## src/hw/vbsl_pkg.sv

```systemverilog
/*
 * Package for the VME buffer control and strap loader: reset counts, strap widths, direction encodings.
 * Assumes a single 25 MHz core clock feeding every consumer.
 */
package vbsl_pkg;
    localparam int CLK_PERIOD_NS = 40;
    // Contention guard: one 64 MHz period in ns (15.625, rounded up to whole ns)
    localparam int GUARD_TIME_NS = 16;
    localparam int GUARD_CYCLES = (GUARD_TIME_NS + CLK_PERIOD_NS - 1) / CLK_PERIOD_NS;
    // Transceiver enable hold-off after system reset, in core cycles
    localparam int OE_HOLD_CYCLES = 8;
    localparam int ADDR_W = 31;
    localparam int DATA_STRAP_W = 5;
    localparam logic [30:0] ADDR_STRAP_RESET = 31'h0000_0000;
    localparam logic [4:0] DATA_STRAP_RESET = 5'h00;
    localparam logic DIR_OUT = 1'b1;
    localparam logic DIR_IN = 1'b0;
    typedef enum logic [1:0] {
        VBSL_IDLE = 2'b00,
        VBSL_DRIVE = 2'b01,
        VBSL_GUARD = 2'b11
    } vbsl_dir_e;
endpackage : vbsl_pkg

```

## src/hw/vbsl_dir_if.sv

```systemverilog
/*
 * Interface carrying one direction group's request and resulting controls.
 * Assumes the control module and its owner share ref_clk_i.
 */
`timescale 1ns/10ps
interface vbsl_dir_if;
    logic drive_req;
    logic buf_dir;
    logic pin_oe;
    modport ctrl (input drive_req, output buf_dir, output pin_oe);
    modport user (output drive_req, input buf_dir, input pin_oe);
endinterface : vbsl_dir_if

```

## src/hw/vbsl_dir_ctrl.sv

```systemverilog
/*
 * One transceiver direction group: drops own output enable a guard period before the buffer turns inward.
 * Assumes drive_req is synchronous to ref_clk_i and rst_i is synchronous.
 */
`timescale 1ns/10ps
module vbsl_dir_ctrl (
    input wire logic ref_clk_i,
    input wire logic rst_i,
    vbsl_dir_if.ctrl grp
);
    import vbsl_pkg::*;
    vbsl_dir_e state;
    vbsl_dir_e next_state;
    logic [3:0] cnt;
    logic [3:0] next_cnt;

    always_comb begin
        next_state = state;
        next_cnt = cnt;
        unique case (state)
            VBSL_IDLE: begin
                if (grp.drive_req) begin
                    next_state = VBSL_DRIVE;
                end
            end
            VBSL_DRIVE: begin
                if (!grp.drive_req) begin
                    next_state = VBSL_GUARD;
                    next_cnt = 4'(GUARD_CYCLES);
                end
            end
            VBSL_GUARD: begin
                if (cnt > 4'h1) begin
                    next_cnt = cnt - 4'h1;
                end else begin
                    next_state = VBSL_IDLE;
                end
            end
            default: next_state = VBSL_IDLE;
        endcase
    end

    always_ff @(posedge ref_clk_i) begin
        if (rst_i) begin
            state <= VBSL_IDLE;
            cnt <= 4'h0;
        end else begin
            state <= next_state;
            cnt <= next_cnt;
        end
    end

    // Pins released first, buffer stays outward through the guard state
    assign grp.pin_oe = (state == VBSL_DRIVE);
    assign grp.buf_dir = (state == VBSL_IDLE) ? DIR_IN : DIR_OUT;
endmodule : vbsl_dir_ctrl

```

## src/hw/vbsl_top.sv

```systemverilog
/*
 * VME transceiver direction control, transceiver enable sequencing and power-up strap capture.
 * Assumes all inputs synchronous to ref_clk_i; power_on_reset_n and sys_reset_n are active-low levels.
 */
// Notes on behaviour
// - Driving the bus sets direction controls high
// - Bus driving device sets direction controls low
// - Address strobe direction controlled on its own
// - Tristate own outputs before turning inward
// - Address and data pins undriven during reset
// - Transceiver enable off during and after reset
// - Capture straps at power-up reset rising edge
// - Undriven strap pins default low, inactive
// - Sample bus grant at reset end for syscon
`timescale 1ns/10ps
module vbsl_top #(
    parameter int OE_HOLD = vbsl_pkg::OE_HOLD_CYCLES
) (
    input wire logic ref_clk_i,
    input wire logic rst_i,
    input wire logic power_on_reset_n_i,
    input wire logic sys_reset_n_i,
    input wire logic bus_grant_in3_i,
    input wire logic addr_drive_req_i,
    input wire logic modifier_drive_req_i,
    input wire logic strobe_drive_req_i,
    input wire logic databus_drive_req_i,
    input wire logic datastrobe_drive_req_i,
    input wire logic slave_resp_drive_req_i,
    input wire logic syscon_drive_req_i,
    input wire logic [vbsl_pkg::ADDR_W-1:0] bridge_addr_pins_i,
    input wire logic [vbsl_pkg::DATA_STRAP_W-1:0] bridge_data_strap_i,
    output logic addr_buf_dir_o,
    output logic modifier_buf_dir_o,
    output logic strobe_buf_dir_o,
    output logic databus_buf_dir_o,
    output logic datastrobe_buf_dir_o,
    output logic slave_resp_buf_dir_o,
    output logic syscon_buf_dir_o,
    output logic addr_pins_oe_o,
    output logic data_pins_oe_o,
    output logic strobe_pins_oe_o,
    output logic xcvr_out_enable_n_o,
    output logic [vbsl_pkg::ADDR_W-1:0] addr_strap_o,
    output logic [vbsl_pkg::DATA_STRAP_W-1:0] data_strap_o,
    output logic syscon_enable_o
);
    import vbsl_pkg::*;
    localparam int NGRP = 7;

    logic any_reset;
    logic [NGRP-1:0] req;
    logic [NGRP-1:0] dirs;
    logic [NGRP-1:0] oes;
    logic por_n_q;
    logic sys_n_q;
    logic [7:0] oe_cnt;
    logic [7:0] next_oe_cnt;
    logic [ADDR_W-1:0] addr_strap;
    logic [ADDR_W-1:0] next_addr_strap;
    logic [DATA_STRAP_W-1:0] data_strap;
    logic [DATA_STRAP_W-1:0] next_data_strap;
    logic syscon_en;
    logic next_syscon_en;

    assign any_reset = rst_i | !power_on_reset_n_i | !sys_reset_n_i;
    // Requests are ignored in reset so pins stay free for straps
    assign req = any_reset ? '0 : {syscon_drive_req_i, slave_resp_drive_req_i, datastrobe_drive_req_i,
        databus_drive_req_i, strobe_drive_req_i, modifier_drive_req_i, addr_drive_req_i};

    // Each group, the strobe one included, turns around on its own schedule
    generate
        for (genvar g = 0; g < NGRP; g++) begin : g_grp
            vbsl_dir_if gi ();
            assign gi.drive_req = req[g];
            assign dirs[g] = gi.buf_dir;
            assign oes[g] = gi.pin_oe;
            vbsl_dir_ctrl u_ctrl (
                .ref_clk_i(ref_clk_i),
                .rst_i(rst_i),
                .grp(gi)
            );
        end
    endgenerate

    assign addr_buf_dir_o = dirs[0];
    assign modifier_buf_dir_o = dirs[1];
    assign strobe_buf_dir_o = dirs[2];
    assign databus_buf_dir_o = dirs[3];
    assign datastrobe_buf_dir_o = dirs[4];
    assign slave_resp_buf_dir_o = dirs[5];
    assign syscon_buf_dir_o = dirs[6];
    assign addr_pins_oe_o = oes[0] & !any_reset;
    assign data_pins_oe_o = oes[3] & !any_reset;
    assign strobe_pins_oe_o = oes[2];

    always_comb begin
        next_oe_cnt = oe_cnt;
        next_addr_strap = addr_strap;
        next_data_strap = data_strap;
        next_syscon_en = syscon_en;
        if (!sys_reset_n_i || !power_on_reset_n_i) begin
            next_oe_cnt = 8'(OE_HOLD);
        end else if (oe_cnt != 8'h0) begin
            next_oe_cnt = oe_cnt - 8'h1;
        end
        // Undriven pins read low through pull-downs, giving the inactive option
        if (power_on_reset_n_i && !por_n_q) begin
            next_addr_strap = bridge_addr_pins_i;
            next_data_strap = bridge_data_strap_i;
        end
        if (sys_reset_n_i && !sys_n_q) begin
            next_syscon_en = !bus_grant_in3_i;
        end
    end

    always_ff @(posedge ref_clk_i) begin
        if (rst_i) begin
            oe_cnt <= 8'(OE_HOLD);
            // Edge detectors rest at the released level, so a core reset never fakes a release
            // Limitation: a power-up release that falls inside a core reset is not seen
            por_n_q <= 1'b1;
            sys_n_q <= 1'b1;
            syscon_en <= 1'b0;
        end else begin
            oe_cnt <= next_oe_cnt;
            por_n_q <= power_on_reset_n_i;
            sys_n_q <= sys_reset_n_i;
            syscon_en <= next_syscon_en;
        end
    end

    // Straps survive the core reset; only a new power-up edge reloads them
    always_ff @(posedge ref_clk_i) begin
        addr_strap <= next_addr_strap;
        data_strap <= next_data_strap;
    end

    // Enable stays off during the hold-off so strap drivers may release
    assign xcvr_out_enable_n_o = any_reset | (oe_cnt != 8'h0);
    assign addr_strap_o = addr_strap;
    assign data_strap_o = data_strap;
    assign syscon_enable_o = syscon_en;
endmodule : vbsl_top

```

## config.mk

```make
export PLATFORM = sky130hd
export DESIGN_NAME = vbsl_top
export DESIGN_NICKNAME = d
export VERILOG_FILES = /design/src/hw/vbsl_pkg.sv /design/src/hw/vbsl_dir_if.sv /design/src/hw/vbsl_dir_ctrl.sv /design/src/hw/vbsl_top.sv
export SDC_FILE = /design/constraint.sdc
export NUM_CORES = 1
export LEC_CHECK = 0
export BUFFER_PORTS_ARGS = -buffer_cell sky130_fd_sc_hd__buf_4
export CAP_MARGIN = 20
export CORE_MARGIN = 4
export CORE_UTILIZATION = 52
export DETAILED_ROUTE_END_ITERATION = 10
export GPL_TIMING_DRIVEN = 1
export PLACE_DENSITY_LB_ADDON = 0.08
export SETUP_SLACK_MARGIN = 0.4
export SYNTH_ARGS = -nofsm -noshare
export SYNTH_HDL_FRONTEND = slang
export SYNTH_SLANG_ARGS = --single-unit
```

## constraint.sdc

```tcl
create_clock -name ref_clk_i -period 3.1 [get_ports ref_clk_i]
set_input_delay 0.31 -clock ref_clk_i [delete_from_list [all_inputs] [get_ports ref_clk_i]]
set_output_delay 0.31 -clock ref_clk_i [all_outputs]
set_load 0.01 [all_outputs]
```

---- Word-level counts from Yosys, hierarchy flattened ----
Cells that the tools add are included.
Widths: inputs -> output; s select.
cells by class
  add/subtract/negate cells ............... 8
  magnitude comparators ................... 7
  eq/ne operators ......................... 42
  muxes and demuxes ....................... 57
  bitwise gates (word level) .............. 5
  reductions and logical operators ........ 39
operators by type and width
  kind                 count
  $mux 4               14
  $pmux 4 s2           7
  $mux 2               21
  $ne 2x2->1 const B   21
  $pmux 2 s3           7
  $reduce_and 3->1     14
  $gt 4x1->1 const B   7
  $sub 4x1->4 const B  7
  $eq 2x1->1 const B   7
  $eq 2x2->1 const B   7
  $logic_not 2->1      7
  $ne 2x1->1 const B   7
  $reduce_bool 2->1    7
  $reduce_bool 8->1    1
  $sub 8x1->8 const B  1
  $mux 1               7
  $mux 7               1
  $logic_not 1->1      6
  $or 1x1->1           3
  $and 1x1->1          2
  $logic_and 1x1->1    2
  $reduce_or 2->1      1
  $logic_or 1x1->1     1
storage, ports and cells
  register bits ........................... 89
  input port bits ......................... 48
  output and inout bits ................... 48
  logic and storage cells ................. 178

---- Depth between registers and ports, before layout ----
  depth in word-level cells ............... 6
  mapped depth ............................ 6
  mapped depth without buffers ............ 6

---- Hierarchy ----
From an unflattened synthesis, not the netlist that was laid out.
unflattened totals
  cell total of the unflattened synthesis .. 339
  area, all modules ....................... 3,829.9 um^2
modules (own cells, without submodules)
  module         times used  cells an instance  area an instance (um^2)  seq. area each (um^2)
  vbsl_dir_ctrl  7           34                 311.5                    120.1
  vbsl_top       1           101                1,649.1                  1,301.2

---- Worst setup path before layout ----
No wires, ideal clock.
  path kind ............................... input -> register
  start point ............................. input port power_on_reset_n_i
  end point ............................... register addr_strap[0] (netlist: addr_strap_o[0]), enable pin
  setup time .............................. 433 ps
  arrival ................................. 1,928 ps
  required time ........................... 2,667 ps
  setup slack ............................. 739 ps
  stages .................................. 1
  buffers on the path ..................... 0
  cells stage by stage .................... nor2b_1
between the ends
  cells in the longest elaborated chain, start to end .. 1
ends and longest elaborated chain
  what                  line             text
  start, declared       vbsl_top.sv:21   input wire logic power_on_reset_n_i,
  $logic_and 1x1->1     vbsl_top.sv:108  if (power_on_reset_n_i && !por_n_q) begin
  end signal, assigned  vbsl_top.sv:135  addr_strap <= next_addr_strap;
  end, declared         vbsl_top.sv:59   logic [ADDR_W-1:0] addr_strap;
No other way between the ends.
A chain may end at the register's enable or synchronous reset.

---- Worst setup path after layout ----
  start point ............................. register oe_cnt[2]
  end point ............................... output port xcvr_out_enable_n_o
between the ends
  cells in the longest elaborated chain, start to end .. 2
ends and longest elaborated chain
  what                    line             text
  start, declared         vbsl_top.sv:57   logic [7:0] oe_cnt;
  start signal, assigned  vbsl_top.sv:119  oe_cnt <= 8'(OE_HOLD);
  start signal, assigned  vbsl_top.sv:126  oe_cnt <= next_oe_cnt;
  $reduce_bool 8->1       vbsl_top.sv:140  assign xcvr_out_enable_n_o = any_reset | (oe_cnt != 8'h0);
  $or 1x1->1              vbsl_top.sv:140
  end, declared           vbsl_top.sv:43   output logic xcvr_out_enable_n_o,
No other way between the ends.

==> results.md <==
* Detailed Place HPWL at 5690 um
* Cell area after synthesis at 3720 sq um
* Weighted congestion at the end of routability-driven global placement at 0.831
* Mapped Avg Cell Area at 10.8 sq um
* DR DRC count at 0
* Count of different cell masters after synthesis at 42
* Total wire length at 7680 um
* Post-synth EDFFs at 36
* Floorplan Core Area at 6870 sq um
* WHS Endpoint: addr_strap_o[6]
* Source of the worst hold timing path: bridge_addr_pins_i[6]
* Share of the yosys chip area belonging to registers at 57.6%
* Final antenna-violating net count at 0
* Crit Path Class: register to output pin
* Detailed Route Iter0 Violations at 125
* Area growth from synthesis to layout at 26.5%
* Largest fanout of any net on the critical path at 5
* Global-route wire length before repair at 12500 um
* Crit path launch type: register
* Clock tree from TritonCTS: yes
* Number of pins with negative max-slew slack in the final report at 0
* Final count of negative-setup-slack endpoints at 0
* Power per unit of standard cell area at 460 nW/um^2
* Most Crowded Layer GR: met2
* Depth of the worst hold-timing path at 1
* Layout cells sized above 1 at 28.7%
* Met3 capacity usage during global routing at 3.74%
* Nets in the synthesized netlist at 407
* Dominant register cell in the synthesized netlist: sky130_fd_sc_hd__dfxtp_1
* Global routing met1 resource utilization at 22.8%
* Flip-flop and latch count after synthesis at 89
* Clock-pin slew of the registers on the worst-case setup and hold paths at 90 ps
* Highest-count cells in the layout ignoring fill and taps: sky130_fd_sc_hd__buf_4 (97), sky130_fd_sc_hd__dfxtp_1 (53), sky130_fd_sc_hd__nor2_1 (47)
* Antenna fix cells at 0
* Critical R2R Launch: g_grp[6].u_ctrl.cnt[0]
* RSZ-0062 raised after global routing: false
* Inserted Clock Buffers at 9
* Async set-or-reset flop fraction in the synthesized netlist at 0%
* Data arrival time of the critical path at 1610 ps
* Final critical delay including setup and external delays at 1920 ps
* Global route overflow at 0
* Number of I/O pins at 96
* Initial antenna violation count at 0
* Fin crit share at 62.0%
* Worst Setup SP: oe_cnt[2]
* Post-DR vias/cell at 5.28
* Most common cell after layout, fill and taps aside: sky130_fd_sc_hd__buf_4
* Kind of path behind the tightest hold check: input pin to register
* Worst voltage drop across the vdd grid at 0.000310 V
* TritonRoute pass-1 iters at 4
* R2R depth at 6
* Synthesized instance count at 344
* Worst setup skew after layout at 7.07 ps
* Fin Setup TNS at 0 ps
* Warnings from Yosys at 0
* Resized Gates After CTS at 0
* # rows at 30
* Area enclosed by the die boundary at 8570 sq um
* Critical path endpoint category: output pin
* # Max-Cap Violations at 0
* Result of the run: completed
* Post-CTS setup-driven buffer insertion count at 0
* Vias in the first global route at 2730
* Number of buffers between clock root and the deepest sink at 2
* Clk_lat worst skew at 340 ps
* Maximum number of pins on one net before global-route repair at 37
* Horizontal die dimension at 92.6 um
* Endpoint of the most critical register-to-register path: g_grp[6].u_ctrl.cnt[1]
* Worst slew margin at 35.6%
* Effective utilization at floorplan at 54.2%
* Total buffers and inverters traversed by the critical path at 1
* Global routing usage summed across all routing layers at 18.1%
* Drt wl/cell at 14.1 um
* Met2 capacity usage during global routing at 30.5%
* Hold Violations, Final at 0
* Number of placed cells counting well taps at 529
* Stage delay of the slowest cell on the critical path at 370 ps
* Vias at 2878
* Sequence of cells on the critical path: nor4_4, and3_1, nand2_1, buf_4
* Slew at the pin closest to its max-slew limit at 964 ps
* H-tree lvl count at 3
* Cell class contributing the biggest share of worst-path delay: simple AND/OR/NAND/NOR gates
* Die Y at 92.6 um
* Flop-to-flop setup slack at 1460 ps
* Layout Utilization at 68.5%
* Quantity of I/O buffers inserted on ports at 95
* Worst EP required at 2790 ps
* Root buffer cell: sky130_fd_sc_hd__clkbuf_8
* Max Clock Freq at 0.520 GHz
* Number of nets in the layout at 507
* Static Leakage at 1.89 nW
* CP max stage cell: sky130_fd_sc_hd__dfxtp_1
* Total clock sinks at 89
* Cell Count, Final, Fillers Out at 545
* Hold Buf Count CTS at 0
registers in the layout, summed over array words and instances (netlist names):
signal              count
addr_strap_o           31
por_n_q                 1
oe_cnt                  8
syscon_enable_o         1
g_grp.u_ctrl.state     14
g_grp.u_ctrl.cnt       28
data_strap_o            5
sys_n_q                 1
where the power goes:
part / switching, mW / total, mW / internal [mW]
Clock: 0.418 / 0.714 / 0.297
Combinational: 0.0895 / 0.187 / 0.0978
Sequential: 0.0171 / 1.26 / 1.25
routing by layer:
metal  vias to the layer above  wire length (um)
li1                       1427                 -
met1                      1363              3380
met2                        78              3720
met3                        10               459
met4                         0               115
met5                         -                 0
cell usage after synthesis, drive strengths merged, types with 4 or more instances:
cell type / count / area (sq um)
nor3b: 4 / 30.0
inv: 21 / 78.8
a22oi: 6 / 45.0
or2: 9 / 56.3
a21o: 7 / 52.6
o21a: 4 / 30.0
xor2: 4 / 35.0
nor3: 10 / 50.1
ha: 15 / 188
o311ai: 4 / 35.0
buf: 5 / 36.3
nand3b: 5 / 37.5
edfxtp: 36 / 1080
and2: 6 / 37.5
xnor2: 4 / 35.0
o31a: 6 / 52.6
o41ai: 4 / 35.0
a32o: 7 / 70.1
nand3: 10 / 50.1
nor2: 47 / 176
nand2: 15 / 56.3
a21oi: 32 / 171
dfxtp: 53 / 1060
nand2b: 7 / 43.8
logic make-up (layout without fill, tap and decap cells):
group	count (synthesis)	after routing	synth area share [%]
xor gates and xnor gates	8	8	1.88
adders and majority gates	15	15	5.04
muxes	1	1	0.269
DFF	89	89	57.6
and+or+nand+nor	122	122	16.5
buffers and inverters	30	135	3.50
AOI/OAI and AO/OA	79	79	15.2
per-stage QoR:
stage	power (mW)	setup slack (ps)	hold WS, ps	cell area [sq um]
2_1_floorplan	1.38	739	406	3720
3_3_place_gp	1.47	1310	482	4530
3_5_place_dp	1.48	1270	489	4530
4_1_cts	2.19	1150	121	4710
5_1_grt	2.27	1060	114	4710
6_report	2.16	1180	138	4710
final cells by class:
type,instances,area [sq um]
clock buffer,9,124
fill,556,2160
tap,96,120
sequential,89,2140
multi-input combinational,225,1460
clock inverter,7,53.8
timing repair buffer,97,728
inverter,22,82.6
how the worst max path moves through the flow:
stage                     slack (ps)                     end  cells past startpoint
final                           1180     xcvr_out_enable_n_o                      4
after global routing            1060     xcvr_out_enable_n_o                      5
after CTS                       1150     xcvr_out_enable_n_o                      4
after detailed placement        1270  g_grp[5].u_ctrl.cnt[1]                      6
after global placement          1310     xcvr_out_enable_n_o                      5
after floorplan                  740         addr_strap_o[0]                      1
Note: power is estimated with default switching activity, not from simulation.
